<file path="src/inc/lrm_params.svh">
`ifndef LRM_PARAMS_SVH
`define LRM_PARAMS_SVH

// ----------------------------------------------------------------------
// widths
// ----------------------------------------------------------------------
`define LRM_AW              7
`define LRM_DW              8
`define LRM_FIFO_DEPTH      256

// ----------------------------------------------------------------------
// register offsets
// ----------------------------------------------------------------------
`define LRM_ADDR_FIFO       7'h00
`define LRM_ADDR_OPMODE     7'h01
`define LRM_ADDR_RSVD_LO    7'h02
`define LRM_ADDR_RSVD_HI    7'h05
`define LRM_ADDR_FRF_MSB    7'h06
`define LRM_ADDR_SHARED_LO  7'h0d
`define LRM_ADDR_SHARED_HI  7'h3f

// ----------------------------------------------------------------------
// operating-mode field positions
// ----------------------------------------------------------------------
`define LRM_MODEM_BIT       7
`define LRM_SHARED_BIT      6
`define LRM_RSVD_MSB        5
`define LRM_RSVD_LSB        4
`define LRM_BAND_BIT        3
`define LRM_MODE_MSB        2
`define LRM_MODE_LSB        0

// ----------------------------------------------------------------------
// reset values
// ----------------------------------------------------------------------
`define LRM_MODEM_RST       1'b0
`define LRM_SHARED_RST      1'b0
`define LRM_BAND_RST        1'b1
`define LRM_FRF_MSB_RST     8'h6c
`define LRM_RDATA_IDLE      8'h00
`define LRM_RSVD_VALUE      2'h0

`endif

</file>
<file path="src/inc/lrm_pkg.sv">
`default_nettype none

`include "lrm_params.svh"

package lrm_pkg;

    // device modes
    typedef enum logic [2:0] {
        lrm_sleep               = 3'b000,
        standby_state           = 3'b001,
        tx_synth_state          = 3'b010,
        lrm_transmit            = 3'b011,
        rx_synth_state          = 3'b100,
        rx_continuous_state     = 3'b101,
        rx_one_shot_state       = 3'b110,
        channel_activity_detect = 3'b111
    } lrm_mode_t;

    // address regions seen by the register port
    typedef enum logic [2:0] {
        lrm_rg_fifo   = 3'b000,
        lrm_rg_opmode = 3'b001,
        lrm_rg_rsvd   = 3'b010,
        lrm_rg_frf    = 3'b011,
        lrm_rg_shared = 3'b100,
        lrm_rg_other  = 3'b101
    } lrm_region_t;

    // register block state
    typedef struct packed {
        logic                modem_select;
        logic                shared_page_access;
        logic                band_bank_select;
        lrm_mode_t           mode;
        logic [`LRM_DW-1:0]  carrier_freq_high;
        logic [`LRM_DW-1:0]  rdata;
        logic                mode_change;
        logic                ext_wr;
        logic                ext_rd;
        logic [`LRM_AW-1:0]  ext_addr;
        logic [`LRM_DW-1:0]  ext_wdata;
        logic                ext_fsk_page;
        logic                ext_hf_bank;
    } lrm_state_t;

    // region of a register address
    function automatic lrm_region_t lrm_region_of(input logic [`LRM_AW-1:0] a);
        lrm_region_t r;
        r = lrm_rg_other;
        if (a == `LRM_ADDR_FIFO)
            r = lrm_rg_fifo;
        else if (a == `LRM_ADDR_OPMODE)
            r = lrm_rg_opmode;
        else if (a >= `LRM_ADDR_RSVD_LO && a <= `LRM_ADDR_RSVD_HI)
            r = lrm_rg_rsvd;
        else if (a == `LRM_ADDR_FRF_MSB)
            r = lrm_rg_frf;
        else if (a >= `LRM_ADDR_SHARED_LO && a <= `LRM_ADDR_SHARED_HI)
            r = lrm_rg_shared;
        return r;
    endfunction

endpackage

`default_nettype wire

</file>
<file path="src/hw/lrm_page_dec.sv">
`timescale 1ns/10ps
`default_nettype none

`include "lrm_params.svh"

module lrm_page_dec
(
    input  wire logic [`LRM_AW-1:0]  addr,
    input  wire logic                modem_select,
    input  wire logic                shared_page_access,
    output lrm_pkg::lrm_region_t     region,
    output logic                     fsk_page,
    output logic                     ext_hit
);
    import lrm_pkg::*;

    // ------------------------------------------------------------------
    // page decode
    // ------------------------------------------------------------------

    // fsk page in fsk mode, or in long-range mode through the overlay
    always_comb
    begin
        region   = lrm_region_of(addr);
        fsk_page = !modem_select ||
                   (shared_page_access && region == lrm_rg_shared);
        ext_hit  = (region == lrm_rg_shared) || (region == lrm_rg_other) ||
                   (region == lrm_rg_rsvd && !modem_select);
    end

endmodule

`default_nettype wire

</file>
<file path="src/hw/lrm_fifo.sv">
`timescale 1ns/10ps
`default_nettype none

module lrm_fifo
#(
    parameter int W     = 8,
    parameter int DEPTH = 256
)
(
    input  wire logic          clk_sys,
    input  wire logic          rst,
    input  wire logic          flush,
    input  wire logic          push,
    input  wire logic [W-1:0]  push_data,
    input  wire logic          pop,
    output logic [W-1:0]       head,
    output logic               empty,
    output logic               full
);
    localparam int AW = $clog2(DEPTH);

    typedef struct packed {
        logic [AW:0] wptr;
        logic [AW:0] rptr;
    } lrm_fifo_state_t;

    lrm_fifo_state_t q;
    lrm_fifo_state_t d;
    logic [W-1:0]    mem [DEPTH];

    // ------------------------------------------------------------------
    // pointers
    // ------------------------------------------------------------------

    // flags from pointer comparison
    assign empty = (q.wptr == q.rptr);
    assign full  = (q.wptr[AW-1:0] == q.rptr[AW-1:0]) && (q.wptr[AW] != q.rptr[AW]);
    assign head  = mem[q.rptr[AW-1:0]];

    // flush outranks any access
    always_comb
    begin
        d = q;
        if (flush)
        begin
            d.rptr = q.wptr;
        end
        else
        begin
            if (push && !full)
                d.wptr = q.wptr + 1'b1;
            if (pop && !empty)
                d.rptr = q.rptr + 1'b1;
        end
    end

    // pointer registers
    always_ff @(posedge clk_sys or posedge rst)
    begin
        if (rst)
            q <= '0;
        else
            q <= d;
    end

    // storage, no reset needed
    always_ff @(posedge clk_sys)
    begin
        if (push && !full && !flush)
            mem[q.wptr[AW-1:0]] <= push_data;
    end

endmodule

`default_nettype wire

</file>
<file path="src/hw/lrm_regs.sv">
// Summary of operation
// - modem select bit 7 changes only in sleep; other writes ignored
// - in sleep the fifo is emptied and its data port inaccessible
// - long-range mode with shared bit set maps fsk page onto 0x0d-0x3f
// - shared bit 6 acts only in long-range mode; clear selects long-range page
// - long-range registers only in long-range mode, fsk registers in fsk mode or through the overlay
// - mode field codes eight modes, resets to standby, write triggers change
// - band bit 3: 0 high band bank, 1 low band bank, resets low band
// - register 0x06 holds carrier bits 23:16, resets to 0x6c
`timescale 1ns/10ps
`default_nettype none

`include "lrm_params.svh"

module lrm_regs
#(
    parameter int FIFO_DEPTH = `LRM_FIFO_DEPTH
)
(
    input  wire logic                clk_sys,
    input  wire logic                rst,
    input  wire logic [`LRM_AW-1:0]  reg_addr,
    input  wire logic [`LRM_DW-1:0]  reg_wdata,
    input  wire logic                reg_wr,
    input  wire logic                reg_rd,
    output logic [`LRM_DW-1:0]       reg_rdata,
    output logic                     modem_select,
    output logic                     shared_page_access,
    output logic                     band_bank_select,
    output lrm_pkg::lrm_mode_t       dev_mode,
    output logic                     mode_change,
    output logic [`LRM_DW-1:0]       carrier_freq_high,
    output logic                     ext_wr,
    output logic                     ext_rd,
    output logic [`LRM_AW-1:0]       ext_addr,
    output logic [`LRM_DW-1:0]       ext_wdata,
    output logic                     ext_fsk_page,
    output logic                     ext_hf_bank
);
    import lrm_pkg::*;

    // ------------------------------------------------------------------
    // state and helpers
    // ------------------------------------------------------------------

    lrm_state_t          q;
    lrm_state_t          d;
    lrm_region_t         region;
    logic                fsk_page;
    logic                ext_hit;
    logic                in_sleep;
    logic                fifo_ok;
    logic                fifo_push;
    logic                fifo_pop;
    logic [`LRM_DW-1:0]  fifo_head;
    logic                fifo_empty;
    logic                fifo_full;

    // read image of the operating-mode register
    function automatic logic [`LRM_DW-1:0] opmode_image(input lrm_state_t s);
        logic [`LRM_DW-1:0] v;
        v                                 = '0;
        v[`LRM_MODEM_BIT]                 = s.modem_select;
        v[`LRM_SHARED_BIT]                = s.shared_page_access;
        v[`LRM_RSVD_MSB:`LRM_RSVD_LSB]    = `LRM_RSVD_VALUE;
        v[`LRM_BAND_BIT]                  = s.band_bank_select;
        v[`LRM_MODE_MSB:`LRM_MODE_LSB]    = s.mode;
        return v;
    endfunction

    // ------------------------------------------------------------------
    // address decode and fifo
    // ------------------------------------------------------------------

    // page selection from the settings in force at this access
    lrm_page_dec u_dec
    (
        .addr               (reg_addr),
        .modem_select       (q.modem_select),
        .shared_page_access (q.shared_page_access),
        .region             (region),
        .fsk_page           (fsk_page),
        .ext_hit            (ext_hit)
    );

    // fifo port closed and fifo held empty while asleep
    assign in_sleep  = (q.mode == lrm_sleep);
    assign fifo_ok   = !in_sleep && (region == lrm_rg_fifo);
    assign fifo_push = reg_wr && fifo_ok;
    assign fifo_pop  = reg_rd && fifo_ok;

    lrm_fifo
    #(
        .W     (`LRM_DW),
        .DEPTH (FIFO_DEPTH)
    )
    u_fifo
    (
        .clk_sys   (clk_sys),
        .rst       (rst),
        .flush     (in_sleep),
        .push      (fifo_push),
        .push_data (reg_wdata),
        .pop       (fifo_pop),
        .head      (fifo_head),
        .empty     (fifo_empty),
        .full      (fifo_full)
    );

    // ------------------------------------------------------------------
    // next state
    // ------------------------------------------------------------------

    // writes, read data and forwarding of accesses to the outer pages
    always_comb
    begin
        d             = q;
        d.mode_change = 1'b0;
        d.ext_wr      = 1'b0;
        d.ext_rd      = 1'b0;
        d.rdata       = `LRM_RDATA_IDLE;
        if (reg_wr)
        begin
            case (region)
                lrm_rg_opmode:
                begin
                    if (in_sleep)
                        d.modem_select = reg_wdata[`LRM_MODEM_BIT];
                    d.shared_page_access = reg_wdata[`LRM_SHARED_BIT];
                    d.band_bank_select   = reg_wdata[`LRM_BAND_BIT];
                    d.mode = lrm_mode_t'(reg_wdata[`LRM_MODE_MSB:`LRM_MODE_LSB]);
                    d.mode_change = 1'b1;
                end
                lrm_rg_frf:
                begin
                    d.carrier_freq_high = reg_wdata;
                end
                default:
                begin
                    d.mode_change = 1'b0;
                end
            endcase
        end
        if (reg_rd)
        begin
            case (region)
                lrm_rg_fifo:
                begin
                    if (fifo_ok && !fifo_empty)
                        d.rdata = fifo_head;
                end
                lrm_rg_opmode:
                begin
                    d.rdata = opmode_image(q);
                end
                lrm_rg_frf:
                begin
                    d.rdata = q.carrier_freq_high;
                end
                default:
                begin
                    d.rdata = `LRM_RDATA_IDLE;
                end
            endcase
        end
        if ((reg_wr || reg_rd) && ext_hit)
        begin
            d.ext_wr       = reg_wr;
            d.ext_rd       = reg_rd;
            d.ext_addr     = reg_addr;
            d.ext_wdata    = reg_wdata;
            d.ext_fsk_page = fsk_page;
            d.ext_hf_bank  = !q.band_bank_select;
        end
    end

    // ------------------------------------------------------------------
    // state register
    // ------------------------------------------------------------------

    // reset gives fsk modem, standby, low band
    always_ff @(posedge clk_sys or posedge rst)
    begin
        if (rst)
        begin
            q                    <= '0;
            q.modem_select       <= `LRM_MODEM_RST;
            q.shared_page_access <= `LRM_SHARED_RST;
            q.band_bank_select   <= `LRM_BAND_RST;
            q.mode               <= standby_state;
            q.carrier_freq_high  <= `LRM_FRF_MSB_RST;
            q.ext_fsk_page       <= 1'b1;
        end
        else
        begin
            q <= d;
        end
    end

    // outputs straight from the state register
    assign reg_rdata          = q.rdata;
    assign modem_select       = q.modem_select;
    assign shared_page_access = q.shared_page_access;
    assign band_bank_select   = q.band_bank_select;
    assign dev_mode           = q.mode;
    assign mode_change        = q.mode_change;
    assign carrier_freq_high  = q.carrier_freq_high;
    assign ext_wr             = q.ext_wr;
    assign ext_rd             = q.ext_rd;
    assign ext_addr           = q.ext_addr;
    assign ext_wdata          = q.ext_wdata;
    assign ext_fsk_page       = q.ext_fsk_page;
    assign ext_hf_bank        = q.ext_hf_bank;
endmodule

`default_nettype wire

</file>
<file path="config.mk">
export PLATFORM = sky130hd
export DESIGN_NAME = lrm_regs
export DESIGN_NICKNAME = d
export VERILOG_FILES = /design/src/inc/lrm_pkg.sv /design/src/hw/lrm_page_dec.sv /design/src/hw/lrm_fifo.sv /design/src/hw/lrm_regs.sv
export VERILOG_INCLUDE_DIRS = /design/src /design/src/inc
export SDC_FILE = /design/constraint.sdc
export NUM_CORES = 2
export LEC_CHECK = 0
export BUFFER_PORTS_ARGS = -buffer_cell sky130_fd_sc_hd__buf_4
export CAP_MARGIN = 0
export CORE_MARGIN = 4
export CORE_UTILIZATION = 65
export CTS_CLUSTER_DIAMETER = 60
export DETAILED_ROUTE_END_ITERATION = 12
export PLACE_DENSITY = 0.82
export SYNTH_ARGS = -nofsm -noshare
export SYNTH_HDL_FRONTEND = slang
export SYNTH_SLANG_ARGS = --single-unit
</file>
<file path="constraint.sdc">
create_clock -name clk_sys -period 3.95 [get_ports clk_sys]
set_input_delay 0.1975 -clock clk_sys [delete_from_list [all_inputs] [get_ports clk_sys]]
set_output_delay 0.1975 -clock clk_sys [all_outputs]
set_load 0.005 [all_outputs]
</file>
==> summary.md <==
| Metric | Value |
|---|---|
| Status | `complete, but fails checks` |
| Failing checks | `max-capacitance violations, max-slew violations, negative setup slack` |
| Vias in the first global route | `46.21k` |
| Static Leak | `32.74 nW` |
| Die Wd | `366.6 um` |
| Crit end category | `flop` |
| Crit path arrival time | `4.71 ns` |
| Post-CTS Resized | `0` |
| Peak VDD IR | `579.8 uV` |
| Drt first-iter violations | `7727` |
| Worst EP required | `4.69 ns` |
| Hold Worst Slack | `0.01664 ns` |
| WP buf/inv | `2` |
| Area of the multi-input gates | `18600 um2` |
| CTS max path bufs | `3` |
| Cell area after synthesis | `83570 um2` |
| Die Height | `366.6 um` |
| Period utilisation layout | `1.005` |
| Via count | `46.19k` |
| Core area | `127700 um2` |
| Post-synthesis cell count | `4111` |
| Met3 Wirelength | `32070 um` |
| Seq. cell area | `63030 um2` |
| Final setup fails | `1` |
| Root Buffer | `clkbuf_16` |
| EDFF count, synth | `2048` |
| PwrDens | `511.7 nW/um2` |
| Clock slew seen by the registers of the worst setup and hold paths | `0.07 ns` |
| RSZ-0062 raised after global routing | `no` |
| Largest stage delay on the critical path | `0.72 ns` |
| Seq/Total Area, Yosys | `0.7540` |
| H-Tree Depth | `4` |
| Fin cells | `6397` |
| Count of cell types in the netlist | `87` |
| Ports | `61` |
| Max Cap Viol | `1` |
| Die Footprint | `134400 um2` |
| Tightest Hold Check Type | `input pin to flop` |
| Critical Path Start Type | `flop` |
| Final Total Pwr | `0.04838 W` |
| Critical path class | `flop to flop` |
| Via density | `7.221` |
| Flip-flop and latch count after synthesis | `2108` |
| Grt ovf | `0` |
| CTS tree | `built` |
| Max layer used | `met5` |
| GRT Total Usage | `0.3443` |
| Skew-Pair Late Insertion Delay | `0.86 ns` |
| Clock Sinks | `2108` |
| Worst Max-Slew Pin Slew | `1.501 ns` |
| Clock Skew | `0.04373 ns` |
| Antenna Nets Post-Route | `0` |
| Synth warnings | `0` |
| Fill count | `6553` |
| Prevailing post-synth register cell | `edfxtp_1` |
| Slew headroom | `-0.005306` |
| Post-synth net total | `4135` |
| Detailed Routing Iterations Pass 1 | `8` |
| Metal-1 WL | `74120 um` |
| DP Cell Count | `6003` |
| Layout area overhead | `13.14%` |
| Effective utilization at floorplan | `0.6545` |
| Metal2 WL | `107100 um` |
| Worst path cell trace | `buf_12 -> and2_1 -> buf_4 -> a22oi_1 -> and3_1 -> o311ai_0 -> o41ai_1 -> nor4_2` |
| Fmax | `251.8 MHz` |
| Initial antenna violation count | `7` |
| Largest net degree at the start of global routing | `138` |
| Row count | `131` |
| Gpl congestion | `0.9783` |
| CP top delay family | `compound AO/OA/AOI/OAI gates` |
| Slowest CP cell | `o311ai_0` |
| Commonest non-fill, non-tap cell in the layout | `edfxtp_1` |
| Number of port buffers | `60` |
| Final setup margin | `-0.02093 ns` |
| Layout cells sized above 1 | `0.2622` |
| # DRC | `0` |
| Final nets | `4584` |
| First-pass GRT wire length | `330600 um` |
| Synthesized area per cell | `20.33 um2` |
| CTS Buf Count | `199` |
| Post-CTS Setup Inserts | `0` |
| Final WL | `229600 um` |
| Fin. Hold Viols | `0` |
| Drt wl/cell | `35.89 um` |
| Pre-CTS setup slack | `0.2689 ns` |
| Ys async rst share | `0.02846` |
| Leading cell types in the layout, fill and taps excluded | `edfxtp_1, buf_4, mux4_2` |
| Final Max Tran Viols | `8` |
| Dpl hpwl | `136300 um` |
| Minimum clock period | `3.971 ns` |
| Setup TNS | `-0.02093 ns` |
| Crit Path Max Fanout | `64` |
==> state kept, by name, indices dropped and copies added (netlist names), 3 cells and up <==
| signal | count |
|---|---|
| ext_wdata | 8 |
| ext_addr | 7 |
| carrier_freq_high | 8 |
| u_fifo.q | 18 |
| reg_rdata | 8 |
| dev_mode | 3 |
| u_fifo.mem | 2048 |
==> area by class of cell <==
type | count | share of cell area
inverter | 15 | 0.0006617
sequential | 2108 | 0.6666
clock inverter | 111 | 0.01203
tap | 1662 | 0.02200
multi-input combinational | 1738 | 0.1968
timing repair buffer | 498 | 0.04568
clock buffer | 260 | 0.05607
antenna | 5 | 0.0001323
==> power breakdown <==
| part | total [W] | switching [W] | leakage [nW] | internal (W) |
|---|---|---|---|---|
| clock | 0.0190 | 0.00825 | 3.14 | 0.0107 |
| sequential | 0.0247 | 0.000119 | 19.1 | 0.0246 |
| combinational | 0.00471 | 0.00319 | 10.5 | 0.00152 |
==> cells in the mapped netlist (all sizes together), types with 5 or more instances <==
| cell | instances | share of area |
|---|---|---|
| nand4 | 7 | 0.00052 |
| a22oi | 48 | 0.0044 |
| and2 | 13 | 0.00097 |
| edfxtp | 2048 | 0.74 |
| a211oi | 29 | 0.0026 |
| a221o | 24 | 0.0029 |
| a221oi | 84 | 0.0099 |
| dfstp | 7 | 0.0022 |
| o211ai | 6 | 0.00054 |
| nor4 | 11 | 0.0011 |
| nand2b | 14 | 0.0010 |
| nand2 | 83 | 0.0037 |
| mux4 | 418 | 0.11 |
| nor2 | 327 | 0.015 |
| nand3 | 47 | 0.0028 |
| dfrtp | 53 | 0.016 |
| o2111ai | 8 | 0.00091 |
| inv | 12 | 0.00054 |
| o31ai | 5 | 0.00045 |
| o22ai | 13 | 0.00097 |
| clkbuf | 80 | 0.0037 |
| nor2b | 19 | 0.0014 |
| nor3 | 37 | 0.0023 |
| and3 | 7 | 0.00052 |
| o21a | 5 | 0.00045 |
| a31oi | 13 | 0.00097 |
| buf | 171 | 0.020 |
| mux2 | 34 | 0.0046 |
| ha | 5 | 0.00075 |
| o21ai | 68 | 0.0041 |
| mux2i | 265 | 0.032 |
| o311ai | 5 | 0.00052 |
| a21oi | 56 | 0.0034 |
| xor2 | 11 | 0.0012 |
| xnor2 | 14 | 0.0015 |
==> routing by layer <==
layer / GRT usage / up-vias
met5: 0 / -
met4: 0.1953 / 12
met3: 0.1117 / 908
met2: 0.5243 / 4109
met1: 0.4446 / 23270
li1: - / 17900
==> cells by family after synthesis <==
kind of cell | share of synthesized area
XOR/XNOR | 0.002620
buffers and inverters | 0.02442
adder cells (fa/ha/maj) | 0.0007486
multiplexers | 0.1504
AO/OA/AOI/OAI | 0.03664
flip-flops | 0.7540
AND/OR/NAND/NOR | 0.03119
==> path summary, 6_finish.rpt <==
path / from / to / slack [ns] / cells past startpoint
min in group asynchronous: rst / ext_addr[6] / 0.55 / 4
worst max-delay path: u_fifo.q[2] / reg_rdata[3] / -0.02 / 8
worst min-delay path: reg_wdata[1] / u_fifo.mem[182][1] / 0.02 / 1
worst min register to register: ext_hf_bank / ext_hf_bank / 0.50 / 2
max in group asynchronous: rst / u_fifo.q[1] / 2.37 / 5
worst max register to register: u_fifo.q[2] / reg_rdata[3] / -0.02 / 8
==> timing repair <==
| action | 4_1_cts | 5_1_grt |
|---|---|---|
| hold buffers | 17 | 0 |
| setup endpoints to repair | 0 | 1 |
| endpoints found under the hold margin | 83 | 0 |
==> metrics by stage <==
| step | util | instance area (um2) |
|---|---|---|
| final | 0.7404 | 94540 |
| after global routing | 0.7403 | 94530 |
| after CTS | 0.7403 | 94520 |
| after detailed placement | 0.6885 | 87910 |
| after global placement | 0.6885 | 87910 |
| after floorplan | - | 83570 |
Note: power is estimated with default switching activity, not from simulation.
